--- src/design/dgd_consts.svh ---
// timing counts and field limits for the disk data sequencer
// assumes half-bit resolution: one count per servo clock edge
`ifndef DGD_CONSTS_SVH
`define DGD_CONSTS_SVH

// one byte is eight bit cells, two servo edges per cell
`define DGD_HALF_PER_BYTE 16
// largest programmable count of one header or data preamble field, in bytes (data_len is not clipped)
`define DGD_FIELD_MAX 32
// read gate after write gate point at sector start: 0.5 bit
`define DGD_HDR_RG_HALF 1
// write gate point inside the data preamble: 3 bits
`define DGD_DATA_WG_HALF 6
// read gate inside the data preamble: 11.5 bits (3 + 8.5)
`define DGD_DATA_RG_HALF 23

`endif

--- src/design/dgd_pkg.sv ---
// types shared by the sequencer and its pin synchroniser
// assumes dgd_consts.svh carries all numeric constants
package dgd_pkg;

  typedef enum logic [1:0] {
    DGD_OP_READ = 2'b00,
    DGD_OP_WRITE = 2'b01,
    DGD_OP_FORMAT = 2'b10
  } dgd_op_t;

  typedef enum logic [2:0] {
    DGD_IDLE = 3'b000,
    DGD_ARMED = 3'b001,
    DGD_HDR_PRE = 3'b010,
    DGD_HDR_ID = 3'b011,
    DGD_HDR_POST = 3'b100,
    DGD_DATA_PRE = 3'b101,
    DGD_DATA_BODY = 3'b110,
    DGD_GAP = 3'b111
  } dgd_state_t;

endpackage : dgd_pkg

--- src/design/dgd_sync_if.sv ---
// synchronised drive events handed from the pin stage to the sequencer
// assumes both ends run on mclk
`timescale 1ns/1ps
interface dgd_sync_if;
  logic servo_level;
  logic servo_rise;
  logic servo_fall;
  logic mark_rise;
  logic index_rise;

  modport src (output servo_level, output servo_rise, output servo_fall, output mark_rise, output index_rise);
  modport dst (input servo_level, input servo_rise, input servo_fall, input mark_rise, input index_rise);
endinterface : dgd_sync_if

--- src/design/dgd_sync.sv ---
// two-flop synchronisers and edge finders for the drive-side pins
// assumes servo clock, index and sector pulses are asynchronous to mclk
`timescale 1ns/1ps
module dgd_sync (
  // clock and reset
  input wire logic mclk,
  input wire logic nrst,
  // drive pins
  input wire logic servo_clock,
  input wire logic index_pulse,
  input wire logic sector_pulse,
  // events to the sequencer
  dgd_sync_if.src ev
);
  import dgd_pkg::*;

  logic [2:0] meta;
  logic [2:0] stable;
  logic [2:0] prev;
  logic [2:0] next_meta;
  logic [2:0] next_stable;
  logic [2:0] next_prev;

  always_comb begin
    next_meta = {sector_pulse, index_pulse, servo_clock};
    next_stable = meta;
    next_prev = stable;
  end

  always_ff @(posedge mclk or negedge nrst) begin
    if (!nrst) begin
      meta <= 3'h0;
      stable <= 3'h0;
      prev <= 3'h0;
    end else begin
      meta <= next_meta;
      stable <= next_stable;
      prev <= next_prev;
    end
  end

  // edges are found on the second stage only, never on the first
  assign ev.servo_level = stable[0];
  assign ev.servo_rise = stable[0] & ~prev[0];
  assign ev.servo_fall = ~stable[0] & prev[0];
  assign ev.index_rise = stable[1] & ~prev[1];
  assign ev.mark_rise = (stable[1] & ~prev[1]) | (stable[2] & ~prev[2]);
endmodule : dgd_sync

--- src/design/dgd_sequencer.sv ---
// sector sequencer of the disk data controller: gates, write clock, nrz data
// assumes index/sector pulses already carry the external post_index_sector_gap
// delay, and that an outside mux feeds the controller its read clock
`timescale 1ns/1ps
`include "dgd_consts.svh"
module dgd_sequencer #(
  parameter int DATA_LEN_W = 16
) (
  // clock and reset
  input wire logic mclk,
  input wire logic nrst,
  // command
  input wire logic start,
  input wire dgd_pkg::dgd_op_t op,
  output logic busy,
  output logic done,
  // format fields, counts in bytes
  input wire logic [5:0] hdr_pre_len,
  input wire logic [5:0] hdr_id_len,
  input wire logic [5:0] hdr_post_len,
  input wire logic [5:0] data_pre_len,
  input wire logic [DATA_LEN_W-1:0] data_len,
  // field patterns and write data
  input wire logic [7:0] pre_pattern,
  input wire logic [7:0] id_pattern,
  input wire logic [7:0] gap_pattern,
  input wire logic [7:0] wr_byte,
  output logic byte_taken,
  // drive side
  input wire logic servo_clock,
  input wire logic index_pulse,
  input wire logic sector_pulse,
  output logic read_gate,
  output logic write_gate,
  output logic write_clock,
  output logic nrz_write_data
);
  import dgd_pkg::*;

  // the byte counter and gate compare widths are only checked for this span
  if (DATA_LEN_W < 6 || DATA_LEN_W > 24) begin : g_bad_width
    $error("DATA_LEN_W out of range");
  end

  dgd_sync_if ev ();

  dgd_sync u_sync (
    .mclk(mclk),
    .nrst(nrst),
    .servo_clock(servo_clock),
    .index_pulse(index_pulse),
    .sector_pulse(sector_pulse),
    .ev(ev)
  );

  // counts above the limit are clipped, zero is raised to one byte
  function automatic logic [DATA_LEN_W-1:0] field_len(input logic [5:0] len);
    logic [5:0] c;
    c = len;
    if (c > 6'(`DGD_FIELD_MAX)) c = 6'(`DGD_FIELD_MAX);
    if (c == 6'h0) c = 6'h1;
    field_len = DATA_LEN_W'(c);
  endfunction : field_len

  dgd_state_t state;
  dgd_state_t next_state;
  dgd_op_t cur_op;
  dgd_op_t next_cur_op;
  logic fmt_on;
  logic next_fmt_on;
  logic [3:0] half;
  logic [3:0] next_half;
  logic [DATA_LEN_W-1:0] nbyte;
  logic [DATA_LEN_W-1:0] next_nbyte;
  logic next_done;
  logic next_taken;
  logic [DATA_LEN_W-1:0] cur_len;
  logic last_byte;

  always_comb begin
    unique case (state)
      DGD_HDR_PRE: cur_len = field_len(hdr_pre_len);
      DGD_HDR_ID: cur_len = field_len(hdr_id_len);
      DGD_HDR_POST: cur_len = field_len(hdr_post_len);
      DGD_DATA_PRE: cur_len = field_len(data_pre_len);
      DGD_DATA_BODY: cur_len = (data_len == '0) ? DATA_LEN_W'(1) : data_len;
      default: cur_len = '1;
    endcase
    last_byte = (nbyte + DATA_LEN_W'(1) == cur_len);
  end

  always_comb begin
    next_state = state;
    next_cur_op = cur_op;
    next_fmt_on = fmt_on;
    next_half = half;
    next_nbyte = nbyte;
    next_done = 1'b0;
    next_taken = 1'b0;
    if (state == DGD_IDLE) begin
      if (start) begin
        next_cur_op = op;
        next_state = DGD_ARMED;
      end
    end else if (ev.mark_rise) begin
      if ((cur_op == DGD_OP_FORMAT && fmt_on && ev.index_rise) ||
          (cur_op != DGD_OP_FORMAT && state == DGD_GAP)) begin
        // format ends on the index after a full revolution
        next_state = DGD_IDLE;
        next_fmt_on = 1'b0;
        next_done = 1'b1;
      end else if (cur_op != DGD_OP_FORMAT || fmt_on || ev.index_rise) begin
        next_state = DGD_HDR_PRE;
        next_half = 4'h0;
        next_nbyte = '0;
        next_fmt_on = (cur_op == DGD_OP_FORMAT);
      end
    end else if (state != DGD_ARMED && (ev.servo_rise || ev.servo_fall)) begin
      next_half = half + 4'h1;
      if (half == 4'(`DGD_HALF_PER_BYTE - 1)) begin
        if (state == DGD_GAP) begin
          // gap runs on with no count until the next sector mark
          next_nbyte = nbyte;
        end else if (last_byte) begin
          next_nbyte = '0;
          next_taken = (state == DGD_DATA_BODY);
          unique case (state)
            DGD_HDR_PRE: next_state = DGD_HDR_ID;
            DGD_HDR_ID: next_state = DGD_HDR_POST;
            DGD_HDR_POST: next_state = DGD_DATA_PRE;
            DGD_DATA_PRE: next_state = DGD_DATA_BODY;
            default: next_state = DGD_GAP;
          endcase
        end else begin
          next_nbyte = nbyte + DATA_LEN_W'(1);
          next_taken = (state == DGD_DATA_BODY);
        end
      end
    end
  end

  always_ff @(posedge mclk or negedge nrst) begin
    if (!nrst) begin
      state <= DGD_IDLE;
      cur_op <= DGD_OP_READ;
      fmt_on <= 1'b0;
      half <= 4'h0;
      nbyte <= '0;
      done <= 1'b0;
      byte_taken <= 1'b0;
    end else begin
      state <= next_state;
      cur_op <= next_cur_op;
      fmt_on <= next_fmt_on;
      half <= next_half;
      nbyte <= next_nbyte;
      done <= next_done;
      byte_taken <= next_taken;
    end
  end

  // gate and serial data group
  logic [DATA_LEN_W+3:0] pos;
  logic next_rg;
  logic next_wg;
  logic next_wclk;
  logic next_nrz;
  logic next_busy;
  logic [7:0] pattern;

  always_comb begin
    pos = {nbyte, half};
    next_rg = 1'b0;
    next_wg = 1'b0;
    next_busy = (state != DGD_IDLE);
    unique case (state)
      DGD_HDR_PRE, DGD_DATA_PRE: pattern = pre_pattern;
      DGD_HDR_ID: pattern = id_pattern;
      DGD_DATA_BODY: pattern = wr_byte;
      default: pattern = gap_pattern;
    endcase
    if (cur_op != DGD_OP_FORMAT) begin
      // header is read in read and write ops, not in format; half a bit after the write gate point
      if ((state == DGD_HDR_PRE && pos >= (DATA_LEN_W+4)'(`DGD_HDR_RG_HALF)) || state == DGD_HDR_ID) begin
        next_rg = 1'b1;
      end
    end
    if (cur_op == DGD_OP_READ) begin
      // 11.5 bits into the preamble keeps read gate clear of the splice byte
      if ((state == DGD_DATA_PRE && pos >= (DATA_LEN_W+4)'(`DGD_DATA_RG_HALF)) || state == DGD_DATA_BODY) begin
        next_rg = 1'b1;
      end
    end
    if (cur_op == DGD_OP_WRITE) begin
      if ((state == DGD_DATA_PRE && pos >= (DATA_LEN_W+4)'(`DGD_DATA_WG_HALF)) ||
          state == DGD_DATA_BODY || state == DGD_GAP) begin
        next_wg = 1'b1;
      end
    end
    if (cur_op == DGD_OP_FORMAT && fmt_on && next_state != DGD_IDLE) begin
      next_wg = 1'b1;
    end
    // data moves on the falling servo edge so it is settled at the rising one
    next_nrz = nrz_write_data;
    if (!next_wg) begin
      // data line rests low as soon as the gate drops, not at the next fall
      next_nrz = 1'b0;
    end else if (ev.servo_fall) begin
      next_nrz = pattern[3'h7 - half[3:1]];
    end
    next_wclk = ev.servo_level & next_wg;
  end

  always_ff @(posedge mclk or negedge nrst) begin
    if (!nrst) begin
      read_gate <= 1'b0;
      write_gate <= 1'b0;
      write_clock <= 1'b0;
      nrz_write_data <= 1'b0;
      busy <= 1'b0;
    end else begin
      read_gate <= next_rg;
      write_gate <= next_wg;
      write_clock <= next_wclk;
      nrz_write_data <= next_nrz;
      busy <= next_busy;
    end
  end
endmodule : dgd_sequencer

--- config.mk ---
export PLATFORM = sky130hd
export DESIGN_NAME = dgd_sequencer
export DESIGN_NICKNAME = d
export VERILOG_FILES = /design/src/design/dgd_pkg.sv /design/src/design/dgd_sync_if.sv /design/src/design/dgd_sync.sv /design/src/design/dgd_sequencer.sv
export VERILOG_INCLUDE_DIRS = /design/src /design/src/design
export SDC_FILE = /design/constraint.sdc
export NUM_CORES = 1
export LEC_CHECK = 0
export BUFFER_PORTS_ARGS = -buffer_cell sky130_fd_sc_hd__buf_4
export CAP_MARGIN = 20
export CORE_MARGIN = 5
export CORE_UTILIZATION = 34
export CTS_CLUSTER_SIZE = 30
export DETAILED_ROUTE_END_ITERATION = 12
export PLACE_DENSITY = 0.52
export REMOVE_ABC_BUFFERS = 1
export SYNTH_ARGS = -nofsm -noshare
export SYNTH_HDL_FRONTEND = slang
export SYNTH_SLANG_ARGS = --single-unit
--- constraint.sdc ---
create_clock -name mclk -period 7.27 [get_ports mclk]
set_input_delay 0.727 -clock mclk [delete_from_list [all_inputs] [get_ports mclk]]
set_output_delay 0.727 -clock mclk [all_outputs]
set_load 0.05 [all_outputs]
==> impl_metrics.tcl, run 1 <==
set metrics [dict create \
    syn_inst 422 \
    die-area_um2 12800 \
    timing.rr.start "state[1]" \
    postSynthAreaPerCell_um2 8.569 \
    antenna_found_initial 0 \
    dr.pass1.iters 5 \
    fin_hold_ws_ns 0.3547 \
    ant_nets 0 \
    ys.flop_type "dfrtp_1" \
    maxCapViolCount 0 \
    syn_to_final_growth_pct 22.49 \
    worstPathRequired_ns 7.48 \
    ios 87 \
    fp.dieH_um 113.1 \
    startpoint_type "register" \
    syn_area_um2 3616 \
    final_util_pct 42.71 \
    cts_hold_buf 0 \
    gp_congestion 0.8894 \
    maxSlewHeadroom_pct 43.27 \
    min_period_over_period_pct 52.42 \
    setup.worst_path.end_class "register" \
    criticalPathCategory "reg -> reg" \
    initialDrtViolationCount 237 \
    hp-class "reg -> reg" \
    hold_end "u_sync.next_prev[0]" \
    cts_resized 0 \
    grt_pass1_wl_um 17710 \
    finalCriticalPeriod_ns 3.811 \
    timing.fmax_ghz 0.2624 \
    synth_seq_cells 42 \
    crit_fanout 26 \
    min_from "u_sync.meta[0]" \
    slew_violations 0 \
    worst_ep_arrival_time_ns 4.02 \
    ff2ff_path_depth 9 \
    die_w_um 113.1 \
    yosysWarnings 0 \
    finalPower_mw 0.9938 \
    clock_latency_ns 0.30 \
    setup_viol 0 \
    rsz0062_at_grt "false" \
    p_leak_nw 1.932 \
    clock_skew_ns 0.01105 \
    cts_htree_levels 2 \
    path_clk_slew_ns 0.09 \
    post-dp-hpwl_um 8644 \
    postSynth.asyncResetShare_pct 100.0 \
    r2r-end "write_clock" \
    totalWireLength_um 11000 \
    start_util_pct 34.87 \
    diodes 0 \
    cts_tree "done" \
    drc 0 \
    powerDensity_nw_per_um2 224.4 \
    grt_overflow 0 \
    synthDistinctLibCells 73 \
    wire_per_inst_um 17.46 \
    worst_slew_pin_slew_ns 0.8492 \
    ff2ff_setup_slack_ns 3.46 \
    nNetsFinal 581 \
    hold_path_depth 0 \
    portBuffers 86 \
    tns_ns 0 \
    run_status "completed" \
    grt_max_degree 43 \
    viasPerCell 5.502 \
    hold_viol 0 \
    cts_setup_buffers 0 \
    crit_path_start "state[1]" \
    place_inst 621 \
    numCtsBuffers 5 \
    vias 3466 \
    yosysSeqAreaShare_pct 29.07 \
    synth-edff-count 0 \
    ir_drop_uv 93.58 \
    grt_usage_pct 16.98 \
    clockBufferDepth 2 \
    drive_gt1_share_pct 25.91 \
    grt_pass1_vias 3346 \
    core_area_um2 10370 \
    final_cells 630 \
    cts_root_buffer "clkbuf_8" \
    rows 37 \
    cts.sinks 42 \
]
==> layer usage <==
metal	vias up	GRT usage (%)	share of wire (%)	wire (um)
li1	1708	-	-	-
met1	1626	24.93	49	5347
met2	117	25.36	43	4729
met3	15	3.636	7.1	779
met4	0	4.167	1.3	141
met5	-	0	0	0
==> through the flow <==
step | setup WS [ns] | area (um^2)
3_5_place_dp | 3.460 | 4305
4_1_cts | 3.448 | 4415
2_1_floorplan | 3.844 | 3475
3_3_place_gp | 3.605 | 4305
6_report | 3.459 | 4429
5_1_grt | 3.102 | 4429
==> state kept, by name, indices dropped and copies added (netlist names) <==
signal	count
busy	1
u_sync.next_prev	3
read_gate	1
done	1
write_gate	1
state	3
nbyte	16
write_clock	1
cur_op	2
fmt_on	1
byte_taken	1
nrz_write_data	1
half	4
u_sync.prev	3
u_sync.meta	3
==> kinds of logic (layout without fill, tap and decap cells) <==
group | count (synthesis) | count (layout) | share of synthesized area (%)
adder cells (fa/ha/maj) | 8 | 8 | 2.768
AO/OA/AOI/OAI | 102 | 102 | 19.65
AND/OR/NAND/NOR | 184 | 184 | 29.03
XOR/XNOR | 24 | 24 | 7.336
buffers and inverters | 42 | 114 | 5.675
multiplexers | 20 | 20 | 6.471
flip-flops | 42 | 42 | 29.07
==> worst max-delay path by stage <==
stage | to | slack [ns] | depth (start not counted)
floorplan | write_clock | 3.84 | 9
global placement | write_clock | 3.61 | 9
detailed placement | write_clock | 3.46 | 9
CTS | write_clock | 3.45 | 9
global route | write_clock | 3.10 | 9
finish | write_clock | 3.46 | 9
==> layout make-up <==
| class | instances | area, um^2 |
|---|---|---|
| well taps | 136 | 170.2 |
| repair buffers | 89 | 674.4 |
| multi-input cells | 338 | 2360 |
| clock inverters | 2 | 37.54 |
| fillers | 1082 | 5941 |
| flip-flops and latches | 42 | 1051 |
| clock buffers | 6 | 72.57 |
| inverters | 17 | 63.81 |
==> power breakdown <==
group          internal, mW  switching, mW
logic                 0.216          0.264
clock network         0.103         0.0832
registers             0.262         0.0661
==> synthesized netlist by cell type (all sizes together), types with 6 or more instances <==
cell type  number  area (um^2)
ha              8        100.1
nor3           22        115.1
mux2            7        78.83
nor4           16        142.6
a21oi          17        88.84
nor3b           6        50.05
buf            17        111.4
nand2          33        123.9
and3            7        45.05
nor2           51        210.2
inv            17        63.81
o21ai          32        160.2
nand3          13        70.07
a221oi          8        70.07
a22o            9        78.83
xnor2          15        131.4
clkbuf          8        30.03
mux2i          11        110.1
dfrtp          42         1051
==> worst max-delay path: stages, from the launching register on <==
cell       delay, ns
dfrtp_1         0.66
nor2b_1         0.79
a32oi_1         0.20
a211o_1         0.33
xnor2_1         0.14
a2111oi_2       0.25
and4b_1         0.75
a31o_2          0.29
nor2_2          0.05
a211oi_1        0.26
==> cells in the final DEF, fill, tap and decap left out, drive strengths merged, types with 9 or more instances in the layout <==
cell / n
buf: 88
o21ai: 32
a21oi: 17
a22o: 9
inv: 17
dfrtp: 42
mux2i: 11
xnor2: 15
nand3: 13
nand2: 33
nor3: 22
nor4: 16
nor2: 51
Power figures use the tool's default switching activity.
==> run 2: changes to the inputs <==
--- a/config.mk
+++ b/config.mk
@@ -6,13 +6,14 @@
 export SDC_FILE = /design/constraint.sdc
 export NUM_CORES = 1
 export LEC_CHECK = 0
+export ABC_AREA = 1
 export BUFFER_PORTS_ARGS = -buffer_cell sky130_fd_sc_hd__buf_4
 export CAP_MARGIN = 20
 export CORE_MARGIN = 5
 export CORE_UTILIZATION = 34
 export CTS_CLUSTER_SIZE = 30
 export DETAILED_ROUTE_END_ITERATION = 12
-export PLACE_DENSITY = 0.52
+export PLACE_DENSITY = 0.54
 export REMOVE_ABC_BUFFERS = 1
 export SYNTH_ARGS = -nofsm -noshare
 export SYNTH_HDL_FRONTEND = slang
==> constraint.sdc (replaced) <==
create_clock -name mclk -period 3.3 [get_ports mclk]
set_input_delay 0.33 -clock mclk [delete_from_list [all_inputs] [get_ports mclk]]
set_output_delay 0.33 -clock mclk [all_outputs]
set_load 0.05 [all_outputs]
==> impl_metrics.tcl, run 2 <==
set metrics [dict create \
    run_status "finished, violations left" \
    violations "negative hold slack" \
    grt_usage_pct 18.19 \
    clock_skew_ns 0.008093 \
    yosysMostFrequentCell "nand2_1" \
    cts.sinks 42 \
    viasPerCell 4.964 \
    synthTopCellsByArea "dfrtp_1, nand2_1, inv_1, nor2_1, nand3_1" \
    critPathTopFamily "simple AND/OR/NAND/NOR gates" \
    gp_congestion 0.9098 \
    synth_compound_area_share_pct 11.36 \
    worst_path_largest_cell_delay_ns 0.52 \
    path_buf_inv 0 \
    placed_area_um2 4482 \
    portBuffers 86 \
    setup.worst_path.end_class "register" \
    synth-edff-count 0 \
    rows 38 \
    largest_reg_flops 16 \
    worst_slew_pin_slew_ns 0.6583 \
    fin_hold_ws_ns -0.002220 \
    ios 87 \
    place_ws_ns 0.4114 \
    slowest_stage "dfrtp_1" \
    crit_chain "ha_1 -> nand3_2 -> nor2_2 -> nand2_1 -> nand2_1 -> nand3_1 -> nand2_1 -> nand4_1 -> nor2_1 -> nand2_1 -> nor2_4 -> nand2_1 -> nand2_1 -> nand3_1 -> nand2_1 -> nand2_2 -> o21bai_2 -> a21oi_1" \
    yosysSeqAreaShare_pct 28.32 \
    post-dp-hpwl_um 9803 \
    timing.fmax_ghz 0.3434 \
    crit_fanout 11 \
    synthDistinctLibCells 40 \
    synth_fa_ha_area_share_pct 2.697 \
    diodes 0 \
    worst_ep_arrival_time_ns 3.08 \
    start_util_pct 34.54 \
    setup_ws_ns 0.3877 \
    yosysTopAreaCell "dfrtp_1" \
    antenna_found_initial 0 \
    ir_drop_uv 252.1 \
    synth_top_area_share_pct 28.32 \
    synth-xor-area-share_pct 0.4720 \
    drive_gt1_share_pct 17.67 \
    vias 4150 \
    worstPathRequired_ns 3.47 \
    criticalPathCategory "reg -> reg" \
    grt_pass1_wl_um 19350 \
    reg_top3 "nbyte (16), half (4)" \
    drc 0 \
    min_period_over_period_pct 88.25 \
    ff2ff_path_depth 18 \
    cts_hold_buf 0 \
    wire_per_inst_um 14.27 \
    syn_area_um2 3711 \
    postSynth.asyncResetShare_pct 100.0 \
    startpoint_type "register" \
    synthTopCellsByCount "nand2_1, inv_1, nor2_1, nand3_1, dfrtp_1" \
    timing.critical_path.mode_cell "nand2_1" \
    cts_htree_levels 2 \
    grt_pass1_vias 4132 \
    cts_tree "done" \
    initialDrtViolationCount 318 \
    layout_commonest_cell "nand2_1" \
    numCtsBuffers 5 \
    grt_max_degree 43 \
    fp.dieH_um 114.5 \
    clock_latency_ns 0.30 \
    totalWireLength_um 11930 \
    timing.rr.start "nbyte[0]" \
    die-area_um2 13100 \
    layout_common_cells "nand2_1, buf_4, inv_1, nor2_1, nand3_1" \
    hp-class "in -> async" \
    yosys.area_share.simple_pct 46.29 \
    hold_viol 1 \
    ant_nets 0 \
    postSynthAreaPerCell_um2 6.094 \
    die_w_um 114.5 \
    yosysWarnings 0 \
    cp-endpoint "nrz_write_data" \
    clockBufferDepth 2 \
    largest-register "nbyte" \
    maxCapViolCount 0 \
    worst-path-stages 18 \
    dr.pass1.iters 4 \
    ys.flop_type "dfrtp_1" \
    slew_violations 0 \
    crit_path_start "nbyte[0]" \
    p_leak_nw 2.402 \
    grt_overflow 0 \
    synth_top_family_by_area "simple AND/OR/NAND/NOR gates" \
    r2r-end "nrz_write_data" \
    final_area_um2 4578 \
    rsz0062_at_grt "false" \
    maxSlewHeadroom_pct 55.54 \
    nNetsFinal 783 \
    cts_resized 0 \
    muxShareOfSynthArea_pct 0 \
    finalCriticalPeriod_ns 2.912 \
    synth_seq_cells 42 \
    core_area_um2 10750 \
    ff2ff_setup_slack_ns 0.39 \
    path_clk_slew_ns 0.10 \
    syn_inst 609 \
    setup_viol 0 \
    cts_setup_buffers 0 \
    cts_root_buffer "clkbuf_8" \
    syn_to_final_growth_pct 23.36 \
    tns_ns 0 \
    powerDensity_nw_per_um2 335.6 \
]
==> run 2: changes by cell type after synthesis, moves of 10 or more <==
cell	previous run	this run
nor3_1	21	3
mux2i_1	11	0
nor2_1	49	80
inv_1	17	81
xnor2_1	15	0
o22ai_1	2	12
nand4_1	3	20
nand3_1	12	53
nand2_1	33	205
o21ai_0	28	15
==> run 2: cell type report <==
type	instances	area (um^2)
Sequential cell	42	1051
Tap cell	140	175.2
Clock inverter	3	27.53
Inverter	86	322.8
Fill cell	1195	6167
Multi-Input combinational cell	470	2257
Clock buffer	5	68.82
Timing Repair Buffer	90	675.6
==> run 2: stage by stage <==
| step | total power, mW | util [%] | std cells |
|---|---|---|---|
| 5_1_grt | 1.656 | 42.61 | 836 |
| 3_5_place_dp | 1.171 | 41.71 | 828 |
| 6_report | 1.537 | 42.61 | 836 |
| 2_1_floorplan | 0.9534 | - | 598 |
| 4_1_cts | 1.550 | 42.61 | 836 |
| 3_3_place_gp | 1.172 | 41.71 | 828 |
==> run 2: worst min path at each step <==
stage | endpoint | slack (ns) | cells past startpoint
5_1_grt | nbyte[15] | 0.04 | 1
2_1_floorplan | busy | 0.03 | 0
3_3_place_gp | u_sync.next_prev[1] | 0.34 | 0
4_1_cts | nbyte[15] | 0.03 | 1
3_5_place_dp | u_sync.next_prev[1] | 0.33 | 0
6_report | nbyte[15] | -0.002 | 1
==> run 2: logic make-up (layout without fill, tap and decap cells) <==
kind of cell	count (synthesis)	count (layout)
and+or+nand+nor	390	390
buffers and inverters	97	184
AOI/OAI and AO/OA	70	70
DFF	42	42
adders and majority gates	8	8
xor gates and xnor gates	2	2
==> run 2: report_power, final <==
group | switching (mW) | total, mW | internal, mW
clock | 0.221 | 0.378 | 0.157
combinational | 0.349 | 0.569 | 0.220
sequential | 0.0392 | 0.589 | 0.550
==> run 2: layer usage <==
layer,part of all wire (%),track usage (%),vias up,routed length [um]
met5,0,0,-,0
met2,49,31.90,126,5901
met3,5.7,3.805,24,685
met4,2.7,6.255,0,327
li1,-,-,2145,-
met1,42,21.96,1855,5017
==> run 3: changes to the inputs <==
--- a/config.mk
+++ b/config.mk
@@ -13,7 +13,7 @@
 export CORE_UTILIZATION = 34
 export CTS_CLUSTER_SIZE = 30
 export DETAILED_ROUTE_END_ITERATION = 12
-export PLACE_DENSITY = 0.54
+export PLACE_DENSITY_LB_ADDON = 0.3
 export REMOVE_ABC_BUFFERS = 1
 export SYNTH_ARGS = -nofsm -noshare
 export SYNTH_HDL_FRONTEND = slang
==> constraint.sdc (replaced) <==
create_clock -name mclk -period 3.7 [get_ports mclk]
set_input_delay 0.37 -clock mclk [delete_from_list [all_inputs] [get_ports mclk]]
set_output_delay 0.37 -clock mclk [all_outputs]
set_load 0.05 [all_outputs]
==> impl_metrics.tcl, run 3 (same netlist as run 2, synthesis figures left out) <==
set metrics [dict create \
    dr_wl_met2_um 5716 \
    vias 4228 \
    critPathTopFamily "simple AND/OR/NAND/NOR gates" \
    cts.sinks 42 \
    antenna_found_initial 0 \
    path_clk_slew_ns 0.10 \
    final_cells 834 \
    rsz0062_at_grt "false" \
    finalCriticalPeriod_ns 3.110 \
    crit_path_start "state[2]" \
    totalWireLength_um 11830 \
    setup_viol 0 \
    fp.dieH_um 114.5 \
    topRoutingLayerUsed "met4" \
    startpoint_type "register" \
    criticalPathCategory "reg -> reg" \
    ff2ff_path_depth 11 \
    place_inst 826 \
    crit_chain "nand3_2 -> nand4_4 -> nand2_1 -> nor2_2 -> nand4_1 -> nand2_1 -> nand2_1 -> nand3_2 -> nor2_4 -> nand3b_1 -> o21ai_0" \
    portBuffers 86 \
    worst_path_largest_cell_delay_ns 0.68 \
    drive_gt1_share_pct 17.44 \
    cts_htree_levels 2 \
    grt_overflow 0 \
    grt_pass1_vias 4113 \
    run_status "completed" \
    cts_root_buffer "clkbuf_8" \
    maxSlewHeadroom_pct 51.09 \
    start_util_pct 34.54 \
    fill_cells 1127 \
    hold_viol 0 \
    worstPathRequired_ns 3.92 \
    min_period_over_period_pct 84.04 \
    cts_hold_buf 0 \
    final_area_um2 4562 \
    initialDrtViolationCount 278 \
    p_leak_nw 2.395 \
    ant_nets 0 \
    tns_ns 0 \
    clock_latency_ns 0.32 \
    clock_skew_ns 0.009245 \
    path_buf_inv 0 \
    finalPower_mw 1.376 \
    drc 0 \
    hp-class "in -> async" \
    grt_usage_pct 18.22 \
    rows 38 \
    multi_input_area_um2 2257 \
    grt_max_degree 43 \
    timing.fmax_ghz 0.3216 \
    powerDensity_nw_per_um2 301.6 \
    reg_top3 "nbyte (16), half (4)" \
    timing.rr.start "state[2]" \
    slew_violations 0 \
    wire_per_inst_um 14.19 \
    layout_commonest_cell "nand2_1" \
    dr.pass1.iters 6 \
    grt_pass1_wl_um 19360 \
    largest-register "nbyte" \
    setup.worst_path.end_class "register" \
    viasPerCell 5.070 \
    die_w_um 114.5 \
    clockBufferDepth 2 \
    ff2ff_setup_slack_ns 0.59 \
    syn_to_final_growth_pct 22.93 \
    cts_setup_buffers 0 \
    worst_ep_arrival_time_ns 3.33 \
    gp_congestion 0.8896 \
    nNetsFinal 781 \
    ir_drop_uv 254.7 \
    die-area_um2 13100 \
    numCtsBuffers 5 \
    timing.critical_path.mode_cell "nand2_1" \
    cp-endpoint "nbyte[2]" \
    crit_fanout 21 \
    r2r-end "nbyte[2]" \
    post-dp-hpwl_um 9511 \
    layout_common_cells "nand2_1, buf_4, inv_1, nor2_1, nand3_1" \
    worst_slew_pin_slew_ns 0.7314 \
    worst-path-stages 11 \
    maxCapViolCount 0 \
    cts_resized 0 \
    met3RoutedLength_um 783 \
    placed_area_um2 4467 \
    seqCellArea_um2 1051 \
    largest_reg_flops 16 \
    cts_tree "done" \
    diodes 0 \
    core_area_um2 10750 \
    ios 87 \
    met1_length_um 5059 \
    slowest_stage "dfrtp_1" \
]
[run 3: changes by cell type in the layout (fill, tap and decap cells not counted)]
cell	delta
buf_4	-2
inv_6	+2
clkinvlp_4	-1
inv_8	-1
[run 3: worst min-delay path by stage]
stage | startpoint | to | cells past startpoint
floorplan | nrst | busy | 0
global placement | u_sync.meta[1] | u_sync.next_prev[1] | 0
detailed placement | u_sync.meta[1] | u_sync.next_prev[1] | 0
CTS | nrst | nbyte[10] | 1
global route | nrst | u_sync.prev[0] | 1
finish | nrst | nbyte[10] | 1
[run 3: cell type report]
class | instances | share of cell area (%)
well taps | 140 | 3.840
multi-input cells | 470 | 49.48
repair buffers | 88 | 14.48
clock inverters | 3 | 0.5760
clock buffers | 5 | 1.509
flip-flops and latches | 42 | 23.04
inverters | 86 | 7.076
[run 3: worst register-to-register path, stage by stage (launching register included)]
cell      delay (ns)
dfrtp_1         0.68
nand3_2         0.29
nand4_4         0.34
nand2_1         0.11
nor2_2          0.17
nand4_1         0.17
nand2_1         0.10
nand2_1         0.07
nand3_2         0.10
nor2_4          0.05
nand3b_1        0.58
o21ai_0         0.36
[run 3: per-stage QoR]
step	hold slack, ns	worst slack, ns	util [%]
floorplan	0.07441	1.213	-
global placement	0.3330	0.6691	41.57
detailed placement	0.3362	0.6147	41.57
CTS	0.06685	0.6081	42.45
global route	0.08981	0.3012	42.45
finish	0.04153	0.5904	42.45
[run 3: where the power goes]
part           switching (mW)  internal, mW  total [mW]  leakage, nW
Sequential             0.0365         0.491       0.527        0.539
Clock                   0.198         0.141       0.339       0.0495
Combinational           0.315         0.195       0.510         1.81
Total                   0.550         0.826        1.38         2.40
[run 3: layer usage]
metal | vias to the layer above | GRT usage, %
met1 | 1910 | 22.88
met5 | - | 0
met4 | 0 | 5.542
met3 | 25 | 3.805
met2 | 154 | 31.28
li1 | 2139 | -
